[config.mk]
export PLATFORM = sky130hd
export DESIGN_NAME = adcst_timer
export DESIGN_NICKNAME = d
export VERILOG_FILES = /design/src/adcst_pkg.sv /design/src/adcst_timer.sv /design/src/adcst_duration.sv
export VERILOG_INCLUDE_DIRS = /design/src
export SDC_FILE = /design/constraint.sdc
export NUM_CORES = 1
export LEC_CHECK = 0
export ABC_AREA = 1
export BUFFER_PORTS_ARGS = -buffer_cell sky130_fd_sc_hd__buf_4
export CAP_MARGIN = 10
export CORE_ASPECT_RATIO = 0.8
export CORE_UTILIZATION = 50
export DETAILED_ROUTE_END_ITERATION = 6
export PLACE_DENSITY = 0.78
export SETUP_SLACK_MARGIN = 0.2
export SYNTH_ARGS = -nofsm -noshare
export SYNTH_HDL_FRONTEND = slang
export SYNTH_SLANG_ARGS = --single-unit
[constraint.sdc]
create_clock -name clk_i -period 6.4 [get_ports clk_i]
set_input_delay 1.28 -clock clk_i [delete_from_list [all_inputs] [get_ports clk_i]]
set_output_delay 1.28 -clock clk_i [all_outputs]
set_load 0.02 [all_outputs]
[src/adcst_consts.svh]
// constants for the converter sample/convert timing block
// assumes inclusion by the package and the modules of this block
`ifndef ADCST_CONSTS_SVH
`define ADCST_CONSTS_SVH

// ----------------------------------------
// clock and timing formula
// ----------------------------------------
`define ADCST_CLK_MHZ 10
`define ADCST_SAM_MULT 8
`define ADCST_SAM_EXTRA 2
`define ADCST_CONVERSION_TIME_COUNT_MULT 2
`define ADCST_CONVERSION_TIME_COUNT_EXTRA 3

// ----------------------------------------
// legal ranges of the counts
// ----------------------------------------
`define ADCST_SAM_MIN 3'h1
`define ADCST_SAM_MAX 3'h7
`define ADCST_CONVERSION_TIME_COUNT_MIN 5'h02
`define ADCST_CONVERSION_TIME_COUNT_MAX 5'h1f

// ----------------------------------------
// result and counter widths and reset values
// ----------------------------------------
`define ADCST_BITS_8 4'h8
`define ADCST_BITS_10 4'ha
`define ADCST_SAM_RESET 3'h1
`define ADCST_CONVERSION_TIME_COUNT_RESET 5'h02
`define ADCST_RES_W 10
`define ADCST_CNT_W 11

`endif

[src/adcst_pkg.sv]
// types of the converter sample/convert timing block
// assumes adcst_consts.svh is on the include path
`include "adcst_consts.svh"

package adcst_pkg;

  // ----------------------------------------
  // timing register contents
  // ----------------------------------------
  typedef struct packed {
    logic [2:0] sample_time_count;
    logic [4:0] conversion_time_count;
  } adcst_timing_t;

  // ----------------------------------------
  // phase state
  // ----------------------------------------
  typedef enum logic [1:0] {
    ADCST_IDLE,
    ADCST_SAMPLE,
    ADCST_CONVERT
  } adcst_state_t;

endpackage : adcst_pkg

[src/adcst_timer.sv]
// sample and conversion phase timer of the on-chip converter
// assumes start and write strobes from logic on clk_i
//
// Contract
// - sample lasts 8 per count plus 2
// - conversion lasts 2*bits*(count+1)+3 cycles
// - sample count 1 to 7 accepted
// - conversion count 2 to 31 accepted
// - sample connects input, then conversion resolves
// - one timing register governs later conversions
`timescale 1ns/1ps
`include "adcst_consts.svh"

module adcst_timer
  import adcst_pkg::*;
(
  input wire logic clk_i,
  input wire logic reset_n_i,
  input wire logic timing_wr_i,
  input wire adcst_timing_t timing_wdata_i,
  input wire logic ten_bit_i,
  input wire logic start_i,
  input wire logic comparator_i,
  output adcst_timing_t timing_o,
  output logic sample_connect_o,
  output logic converting_o,
  output logic busy_o,
  output logic done_o,
  output logic [`ADCST_RES_W-1:0] result_o
);

  adcst_timing_t timing_q;
  adcst_state_t state_q;
  logic [`ADCST_CNT_W-1:0] cnt_q;
  logic [`ADCST_CNT_W-1:0] step_cnt_q;
  logic [`ADCST_CNT_W-1:0] sample_dur;
  logic [`ADCST_CNT_W-1:0] conversion_time_count_dur;
  logic [`ADCST_CNT_W-1:0] step_len;
  logic ten_bit_q;
  logic done_q;
  logic [`ADCST_RES_W-1:0] result_q;
  logic [3:0] bit_idx_q;
  logic [3:0] bits_left;
  logic start_take;
  logic sample_end;
  logic conversion_time_count_end;
  logic step_end;
  wire [`ADCST_RES_W-1:0] sar_bits;

  // ----------------------------------------
  // timing register
  // ----------------------------------------
  always_ff @(posedge clk_i or negedge reset_n_i) begin
    if (!reset_n_i) begin
      timing_q <= '{sample_time_count: `ADCST_SAM_RESET, conversion_time_count: `ADCST_CONVERSION_TIME_COUNT_RESET};
    end else if (timing_wr_i) begin
      timing_q <= timing_wdata_i;
    end
  end

  adcst_duration adcst_duration_i (
    .timing_i(timing_q),
    .ten_bit_i(ten_bit_q),
    .sample_duration_o(sample_dur),
    .conversion_duration_o(conversion_time_count_dur)
  );

  // ----------------------------------------
  // phase boundaries
  // ----------------------------------------
  assign start_take = start_i && (state_q == ADCST_IDLE);
  assign sample_end = (state_q == ADCST_SAMPLE) && (cnt_q >= sample_dur);
  assign conversion_time_count_end = (state_q == ADCST_CONVERT) && (cnt_q >= conversion_time_count_dur);

  // ----------------------------------------
  // phase state
  // ----------------------------------------
  always_ff @(posedge clk_i or negedge reset_n_i) begin
    if (!reset_n_i) begin
      state_q <= ADCST_IDLE;
    end else begin
      case (state_q)
        ADCST_IDLE: begin
          if (start_take) begin
            state_q <= ADCST_SAMPLE;
          end
        end
        ADCST_SAMPLE: begin
          if (sample_end) begin
            state_q <= ADCST_CONVERT;
          end
        end
        ADCST_CONVERT: begin
          if (conversion_time_count_end) begin
            state_q <= ADCST_IDLE;
          end
        end
        default: begin
          state_q <= ADCST_IDLE;
        end
      endcase
    end
  end

  // ----------------------------------------
  // phase counter
  // ----------------------------------------
  always_ff @(posedge clk_i or negedge reset_n_i) begin
    if (!reset_n_i) begin
      cnt_q <= '0;
    end else if (start_take || sample_end) begin
      cnt_q <= `ADCST_CNT_W'(1);
    end else if (conversion_time_count_end || (state_q == ADCST_IDLE)) begin
      cnt_q <= '0;
    end else begin
      cnt_q <= cnt_q + `ADCST_CNT_W'(1);
    end
  end

  // ----------------------------------------
  // width capture
  // ----------------------------------------
  always_ff @(posedge clk_i or negedge reset_n_i) begin
    if (!reset_n_i) begin
      ten_bit_q <= 1'b1;
    end else if (start_take) begin
      ten_bit_q <= ten_bit_i;
    end
  end

  // ----------------------------------------
  // step timing
  // ----------------------------------------
  assign step_len = `ADCST_CNT_W'(`ADCST_CONVERSION_TIME_COUNT_MULT * (timing_q.conversion_time_count + 1));
  assign bits_left = ten_bit_q ? `ADCST_BITS_10 : `ADCST_BITS_8;
  assign step_end = (state_q == ADCST_CONVERT) && (bit_idx_q < bits_left) && (step_cnt_q == step_len);

  always_ff @(posedge clk_i or negedge reset_n_i) begin
    if (!reset_n_i) begin
      step_cnt_q <= '0;
    end else if (sample_end) begin
      step_cnt_q <= `ADCST_CNT_W'(1);
    end else if (state_q != ADCST_CONVERT) begin
      step_cnt_q <= '0;
    end else if (step_cnt_q >= step_len) begin
      step_cnt_q <= `ADCST_CNT_W'(1);
    end else begin
      step_cnt_q <= step_cnt_q + `ADCST_CNT_W'(1);
    end
  end

  // ----------------------------------------
  // bit position
  // ----------------------------------------
  always_ff @(posedge clk_i or negedge reset_n_i) begin
    if (!reset_n_i) begin
      bit_idx_q <= 4'h0;
    end else if (state_q == ADCST_SAMPLE) begin
      bit_idx_q <= 4'h0;
    end else if (step_end) begin
      bit_idx_q <= bit_idx_q + 4'h1;
    end
  end

  // ----------------------------------------
  // approximation bits, msb first
  // ----------------------------------------
  for (genvar j = 0; j < `ADCST_RES_W; j++) begin : g_sar
    logic bit_q;
    always_ff @(posedge clk_i or negedge reset_n_i) begin
      if (!reset_n_i) begin
        bit_q <= 1'b0;
      end else if (state_q == ADCST_SAMPLE) begin
        bit_q <= 1'b0;
      end else if (step_end && (bit_idx_q == 4'(`ADCST_RES_W - 1 - j))) begin
        bit_q <= comparator_i;
      end
    end
    assign sar_bits[j] = bit_q;
  end

  // ----------------------------------------
  // result register
  // ----------------------------------------
  always_ff @(posedge clk_i or negedge reset_n_i) begin
    if (!reset_n_i) begin
      result_q <= '0;
    end else if (conversion_time_count_end) begin
      if (ten_bit_q) begin
        result_q <= sar_bits;
      end else begin
        result_q <= {2'h0, sar_bits[`ADCST_RES_W-1 -: 8]};
      end
    end
  end

  // ----------------------------------------
  // completion pulse
  // ----------------------------------------
  always_ff @(posedge clk_i or negedge reset_n_i) begin
    if (!reset_n_i) begin
      done_q <= 1'b0;
    end else begin
      done_q <= conversion_time_count_end;
    end
  end

  // ----------------------------------------
  // outputs
  // ----------------------------------------
  assign timing_o = timing_q;
  assign sample_connect_o = (state_q == ADCST_SAMPLE);
  assign converting_o = (state_q == ADCST_CONVERT);
  assign busy_o = (state_q != ADCST_IDLE);
  assign done_o = done_q;
  assign result_o = result_q;

endmodule : adcst_timer

[src/adcst_duration.sv]
// phase duration calculator of the sample/convert timer
// assumes stable timing counts while a conversion runs
`timescale 1ns/1ps
`include "adcst_consts.svh"

module adcst_duration
  import adcst_pkg::*;
(
  input wire adcst_timing_t timing_i,
  input wire logic ten_bit_i,
  output logic [`ADCST_CNT_W-1:0] sample_duration_o,
  output logic [`ADCST_CNT_W-1:0] conversion_duration_o
);

  logic [3:0] bits;

  // ----------------------------------------
  // cycle counts of both phases
  // ----------------------------------------
  assign bits = ten_bit_i ? `ADCST_BITS_10 : `ADCST_BITS_8;
  assign sample_duration_o = `ADCST_CNT_W'(`ADCST_SAM_MULT * timing_i.sample_time_count
                             + `ADCST_SAM_EXTRA);
  assign conversion_duration_o = `ADCST_CNT_W'(`ADCST_CONVERSION_TIME_COUNT_MULT * bits
                                 * (timing_i.conversion_time_count + 1) + `ADCST_CONVERSION_TIME_COUNT_EXTRA);

endmodule : adcst_duration

==> results.sh, run 1 <==
export IMPL_finClkSkew_ns=0.009729
export IMPL_drt_total_wl_mm=7.876
export IMPL_drc=0
export IMPL_setup_viol=0
export IMPL_setup_ws_ns=1.987
export IMPL_pin_count=36
export IMPL_postCtsSetupBuffers=0
export IMPL_core_region_area_sq_um=7061
export IMPL_vdd_ir_drop_max_mv=0.1185
export IMPL_synthDominantCellAreaShare=0.3686
export IMPL_leakagePower_nw=2.195
export IMPL_min_period_ns=4.413
export IMPL_synth_top_area_cell="dfrtp_1"
export IMPL_vias_per_cell=5.192
export IMPL_r2r_slack_ns=1.99
export IMPL_dp_slack_ns=2.024
export IMPL_post_route_util=0.6046
export IMPL_met1_usage=0.2938
export IMPL_min_from="result_o[6]$_DFFE_PN0P_"
export IMPL_cap_violations=0
export IMPL_grt_usage=0.2243
export IMPL_cp_slowest_cell="dfstp_2"
export IMPL_rsz0062_at_grt="false"
export IMPL_grt_max_degree=59
export IMPL_hold_depth=2
export IMPL_outcome="finished clean"
export IMPL_ys_top_cells_by_area="dfrtp_1 (37%), ha_1 (12%), nand2_1 (12%)"
export IMPL_reg2reg_from="timing_o[1]$_DFFE_PN1P_"
export IMPL_antenna_found_initial=0
export IMPL_h_tree_depth=3
export IMPL_crit_family="adder cells"
export IMPL_cts_sinks=58
export IMPL_yosysMostFrequentCell="nand2_1"
export IMPL_hold_class="register to register"
export IMPL_slew_headroom=0.5109
export IMPL_area_growth_pct=14.34
export IMPL_yosys_top_cells_count="nand2_1 (119), inv_1 (59), dfrtp_1 (55), nor2_1 (49), ha_1 (37)"
export IMPL_ctsHoldBuffers=0
export IMPL_avgRoutedWirePerCell_um=13.13
export IMPL_cp_common_cell="nand2_1"
export IMPL_finalNetCount=560
export IMPL_crit_chain="ha_1 -> nand2_1 -> inv_1 -> nand2_1 -> xor2_1 -> nor2_1 -> ha_1 -> ha_1 -> ha_1 -> inv_1 -> fa_1 -> nor2_1 -> a211oi_1 -> ha_1 -> nand2_1 -> nor2_1 -> nand2_1 -> o21bai_1 -> nand3_1 -> nand2_2 -> clkinv_1 -> nand2_1 -> nand2_1"
export IMPL_syn_avg_cell_area_sq_um=7.961
export IMPL_cts_buffer_depth=2
export IMPL_synth_ff_type="dfrtp_1"
export IMPL_p_seq_frac=0.396
export IMPL_worst_slew_pin_slew_ns=0.7337
export IMPL_synth_seq_cells=58
export IMPL_cts_tree="yes"
export IMPL_drive_gt1_frac=0.1481
export IMPL_ys_seq_area_frac=0.3897
export IMPL_pwr_share_clk=0.310
export IMPL_cpPeakStageDelay_ns=0.58
export IMPL_max_freq_mhz=226.6
export IMPL_dp_hpwl_mm=5.782
export IMPL_intPower_uw=687.4
export IMPL_fin_tns_setup_ns=0
export IMPL_holdWs_ns=0.4852
export IMPL_cp_data_required_time_ns=6.65
export IMPL_top_usage_layer="met2"
export IMPL_drt_iter0_markers=178
export IMPL_dr_pass1_iters=4
export IMPL_cts_buffers=9
export IMPL_cp_start_kind="register"
export IMPL_arrival_ns=4.67
export IMPL_finalHoldViolCount=0
export IMPL_reg2regPathDepth=23
export IMPL_swShare=0.3854
export IMPL_multi_input_area_sq_um=2001
export IMPL_via_count=3115
export IMPL_gp_congestion=0.8374
export IMPL_dp_cells=584
export IMPL_dieArea_sq_um=7819
export IMPL_cts_resized_gates=0
export IMPL_synth_edf_count=0
export IMPL_r2r_end="result_o[7]$_DFFE_PN0P_"
export IMPL_global_route_usage_met2=0.3542
export IMPL_grt_pass1_wl_mm=13.54
export IMPL_period_share=0.6895
export IMPL_worst_path_max_fanout=24
export IMPL_num_rows=27
export IMPL_yosysWarnings=0
export IMPL_clockRootBuffer="clkbuf_8"
export IMPL_die_w_um=98.61
export IMPL_syn_cell_area_sq_um=3734
export IMPL_path_buf_inv=3
export IMPL_antenna_cells=0
export IMPL_setup_worst_path_end_class="register"
export IMPL_synth_distinct_cells=36
export IMPL_p_switching_uw=431.1
export IMPL_register_area_sq_um=1455
export IMPL_fp_dieH_um=79.29
export IMPL_start_util=0.5288
export IMPL_combPwrFrac=0.294
export IMPL_grt_pass1_vias=2961
export IMPL_antenna_left=0
export IMPL_clkTransAtPathRegs_ns=0.08
export IMPL_n_fill_cell=635
export IMPL_grt_util_met3=0.07042
export IMPL_fin_cells=600
export IMPL_io_buffer_count=35
export IMPL_slew_viol_final=0
export IMPL_grt_overflow_total=0
export IMPL_async_flop_share=1.000
export IMPL_power_density_nw_per_um2=262.0
export IMPL_postSynthCellCount=469
export IMPL_clk_latency_ns=0.36
export IMPL_crit_type="register to register"
export IMPL_min_to="result_o[6]$_DFFE_PN0P_"
[per-stage QoR]
stage	area (sq um)	power, mW
final	4269	1.118
after CTS	4269	1.127
after global placement	4068	0.7622
after detailed placement	4068	0.7744
after floorplan	3741	0.6720
after global routing	4269	1.199
[flip-flops by register name, summed over array words and instances, names as in the netlist]
register and cells:
timing_o 8, g_sar.bit_q 10, result_o 10, step_cnt_q 11, cnt_q 11, state_q 2, ten_bit_q 1, done_o 1
bit_idx_q 4
[power by group through the flow]
stage               logic (mW)  registers [mW]  clock network (mW)
global placement         0.315           0.447                   0
CTS                      0.329           0.442               0.355
detailed placement       0.325           0.449                   0
global route             0.377           0.448               0.374
floorplan                0.239           0.433                   0
finish                   0.329           0.443               0.347
[cells in the final DEF (no fill, tap or decap), types with 3 or more instances in the layout]
cell        synthesis  final
nand3_1            21     21
conb_1              1      3
nand4_1            11     11
nor2_2              3      3
a21oi_1            12     12
nand3b_1           10     10
nor3_1              7      7
buf_4               0     35
nand2_1           119    119
o21ai_0            26     26
dfrtp_1            55     55
clkinvlp_4          0      4
nand4_2             3      3
ha_1               37     37
xor2_1             14     14
xnor2_1             4      4
nand3_2             4      4
nor2_1             49     49
clkbuf_8            0      9
inv_2               4      4
dfstp_2             3      3
inv_1              59     59
[worst max path at each step]
stage,from,to,cells past startpoint
final,timing_o[1]$_DFFE_PN1P_,result_o[7]$_DFFE_PN0P_,23
after floorplan,timing_o[1]$_DFFE_PN1P_,cnt_q[0]$_DFF_PN0_,23
after global routing,timing_o[1]$_DFFE_PN1P_,result_o[7]$_DFFE_PN0P_,23
after detailed placement,timing_o[1]$_DFFE_PN1P_,result_o[7]$_DFFE_PN0P_,23
after global placement,timing_o[1]$_DFFE_PN1P_,result_o[6]$_DFFE_PN0P_,23
after CTS,timing_o[1]$_DFFE_PN1P_,result_o[7]$_DFFE_PN0P_,23
[layout make-up]
type,instances,area share
clock inverter,7,0.01817
multi-input combinational,340,0.4686
clock buffer,9,0.02902
sequential,58,0.3409
timing repair buffer,35,0.06155
tap,87,0.02550
inverter,64,0.05627
[worst min-delay path, stage by stage, from the launching register on]
cell     delay [ns]
dfrtp_1        0.35
nand2_1        0.05
nand2_1        0.05
[per-layer routing]
layer  routed length [um]  vias up
met5                    0        -
met4                  108        0
met3                  398       14
met2                 3557       55
met1                 3811     1470
li1                     -     1576
[cells by family (layout without fill, tap and decap cells)]
| kind of cell | Yosys count | after routing | share of synthesized area |
|---|---|---|---|
| buf+inv | 73 | 115 | 0.07640 |
| other cells | 1 | 3 | 0.001004 |
| flops | 58 | 58 | 0.3897 |
| mux | 2 | 2 | 0.006032 |
| xor+xnor | 18 | 18 | 0.04222 |
| simple gates | 233 | 233 | 0.2869 |
| fa+ha+maj | 38 | 38 | 0.1294 |
| compound gates | 46 | 46 | 0.06837 |
(Power assumes the default switching activity.)
==> inputs of run 2 (changes only) <==
- clock period: 6.4 -> 4.3 ns (I/O delays scaled with it)
==> results.sh, run 2 (synthesis gave the netlist of run 1 again) <==
export IMPL_vdd_ir_drop_max_mv=0.2213
export IMPL_cp_data_required_time_ns=4.53
export IMPL_grt_overflow_total=0
export IMPL_slew_headroom=0.5173
export IMPL_setup_viol=0
export IMPL_clkTransAtPathRegs_ns=0.08
export IMPL_io_buffer_count=35
export IMPL_gp_congestion=0.8201
export IMPL_grt_util_met3=0.05018
export IMPL_r2r_end="cnt_q[0]$_DFF_PN0_"
export IMPL_r2r_slack_ns=0.44
export IMPL_grt_pass1_vias=2955
export IMPL_power_density_nw_per_um2=394.1
export IMPL_fp_dieH_um=79.29
export IMPL_crit_type="register to register"
export IMPL_core_region_area_sq_um=7061
export IMPL_antenna_cells=0
export IMPL_finalNetCount=568
export IMPL_grt_max_degree=59
export IMPL_rsz0062_at_grt="false"
export IMPL_n_fill_cell=617
export IMPL_cts_buffer_depth=2
export IMPL_path_buf_inv=3
export IMPL_leakagePower_nw=2.275
export IMPL_antenna_left=0
export IMPL_vias_per_cell=5.250
export IMPL_grt_pass1_wl_mm=14.07
export IMPL_max_freq_mhz=258.9
export IMPL_cp_start_kind="register"
export IMPL_via_count=3192
export IMPL_cp_common_cell="ha_1"
export IMPL_finClkSkew_ns=0.009853
export IMPL_outcome="finished clean"
export IMPL_drive_gt1_frac=0.1727
export IMPL_h_tree_depth=3
export IMPL_final_area_sq_um=4382
export IMPL_place_area_sq_um=4075
export IMPL_dieArea_sq_um=7819
export IMPL_dr_pass1_iters=5
export IMPL_worst_path_max_fanout=14
export IMPL_cp_slowest_cell="dfstp_2"
export IMPL_drt_total_wl_mm=8.039
export IMPL_hold_depth=2
export IMPL_reg2regPathDepth=23
export IMPL_cts_sinks=58
export IMPL_die_w_um=98.61
export IMPL_antenna_found_initial=0
export IMPL_area_growth_pct=17.36
export IMPL_setup_worst_path_end_class="register"
export IMPL_ctsHoldBuffers=0
export IMPL_cpPeakStageDelay_ns=0.57
export IMPL_dp_slack_ns=0.1866
export IMPL_drc=0
export IMPL_setup_ws_ns=0.4368
export IMPL_period_share=0.8984
export IMPL_final_cell_mix="nand2_1 (119), inv_1 (59), dfrtp_1 (55)"
export IMPL_finalHoldViolCount=0
export IMPL_crit_family="adder cells"
export IMPL_top_usage_layer="met2"
export IMPL_global_route_usage_met2=0.3599
export IMPL_fin_tns_setup_ns=0
export IMPL_clockRootBuffer="clkbuf_8"
export IMPL_min_period_ns=3.863
export IMPL_reg2reg_from="timing_o[1]$_DFFE_PN1P_"
export IMPL_reg_top3="cnt_q x11, step_cnt_q x11"
export IMPL_slew_viol_final=0
export IMPL_num_rows=27
export IMPL_start_util=0.5288
export IMPL_avgRoutedWirePerCell_um=13.22
export IMPL_holdWs_ns=0.4852
export IMPL_critical_path_startpoint="timing_o[1]$_DFFE_PN1P_"
export IMPL_cts_tree="yes"
export IMPL_min_to="result_o[7]$_DFFE_PN0P_"
export IMPL_worst_slew_pin_slew_ns=0.7240
export IMPL_drt_iter0_markers=163
export IMPL_min_from="result_o[7]$_DFFE_PN0P_"
export IMPL_cap_violations=0
export IMPL_grt_usage=0.2282
export IMPL_clk_latency_ns=0.34
export IMPL_arrival_ns=4.09
export IMPL_dp_hpwl_mm=5.813
export IMPL_final_common_cell="nand2_1"
export IMPL_pin_count=36
export IMPL_path_depth=23
export IMPL_hold_class="register to register"
export IMPL_met1_usage=0.3167
export IMPL_crit_chain="ha_1 -> nand2_1 -> inv_1 -> nand2_1 -> xor2_2 -> nor2_1 -> ha_1 -> ha_1 -> ha_1 -> inv_1 -> fa_2 -> nor2_2 -> a211oi_1 -> ha_1 -> nand2_1 -> nor2_2 -> nand2_1 -> o21bai_1 -> nand3_2 -> nand2_4 -> buf_6 -> nand3_1 -> nand3_1"
export IMPL_cts_buffers=9
## run 2: metrics by stage
step / utilization / power (mW) / instances
final: 0.6206 / 1.727 / 608
after global placement: 0.5772 / 1.129 / 585
after detailed placement: 0.5772 / 1.151 / 585
after floorplan: - / 1.000 / 471
after CTS: 0.6103 / 1.729 / 601
after global routing: 0.6206 / 1.835 / 608
## run 2: area by class of cell
type                       count  area, sq um  share of cell area
clock buffer                   9        123.9             0.02827
clock inverter                 7        101.3             0.02313
inverter                      64        241.5             0.05511
multi-input combinational    341         2032              0.4637
sequential                    58         1455              0.3321
tap                           87        108.9             0.02484
timing repair buffer          42        319.1             0.07282
## run 2: worst min-delay path: stages, from the launching register on
cell     delay (ns)
dfrtp_1        0.35
nand2_1        0.05
nand2_1        0.05
## run 2: metal layers
layer  vias to the layer above  share of wire
met5                         -              0
met4                         0         0.0072
met3                         7          0.028
met2                        55           0.46
met1                      1525           0.51
li1                       1605              -
## run 2: repair_timing
action | 4_1_cts | 5_1_grt
pin swaps | 0 | 3
resized for setup | 2 | 6
setup buffers | 0 | 6
endpoints found under the setup margin | 5 | 22
cloned | 0 | 1
## run 2: power by group
group	internal, mW	switching, mW
Sequential	0.589	0.0694
Clock	0.330	0.246
Combinational	0.169	0.324
Total	1.09	0.639
## run 2: how the worst max path moves through the flow
stage / end / slack, ns
final: cnt_q[0]$_DFF_PN0_ / 0.44
after global routing: cnt_q[0]$_DFF_PN0_ / 0.18
after CTS: cnt_q[0]$_DFF_PN0_ / 0.21
after detailed placement: result_o[4]$_DFFE_PN0P_ / 0.19
after global placement: cnt_q[0]$_DFF_PN0_ / 0.38
after floorplan: cnt_q[0]$_DFF_PN0_ / 0.53
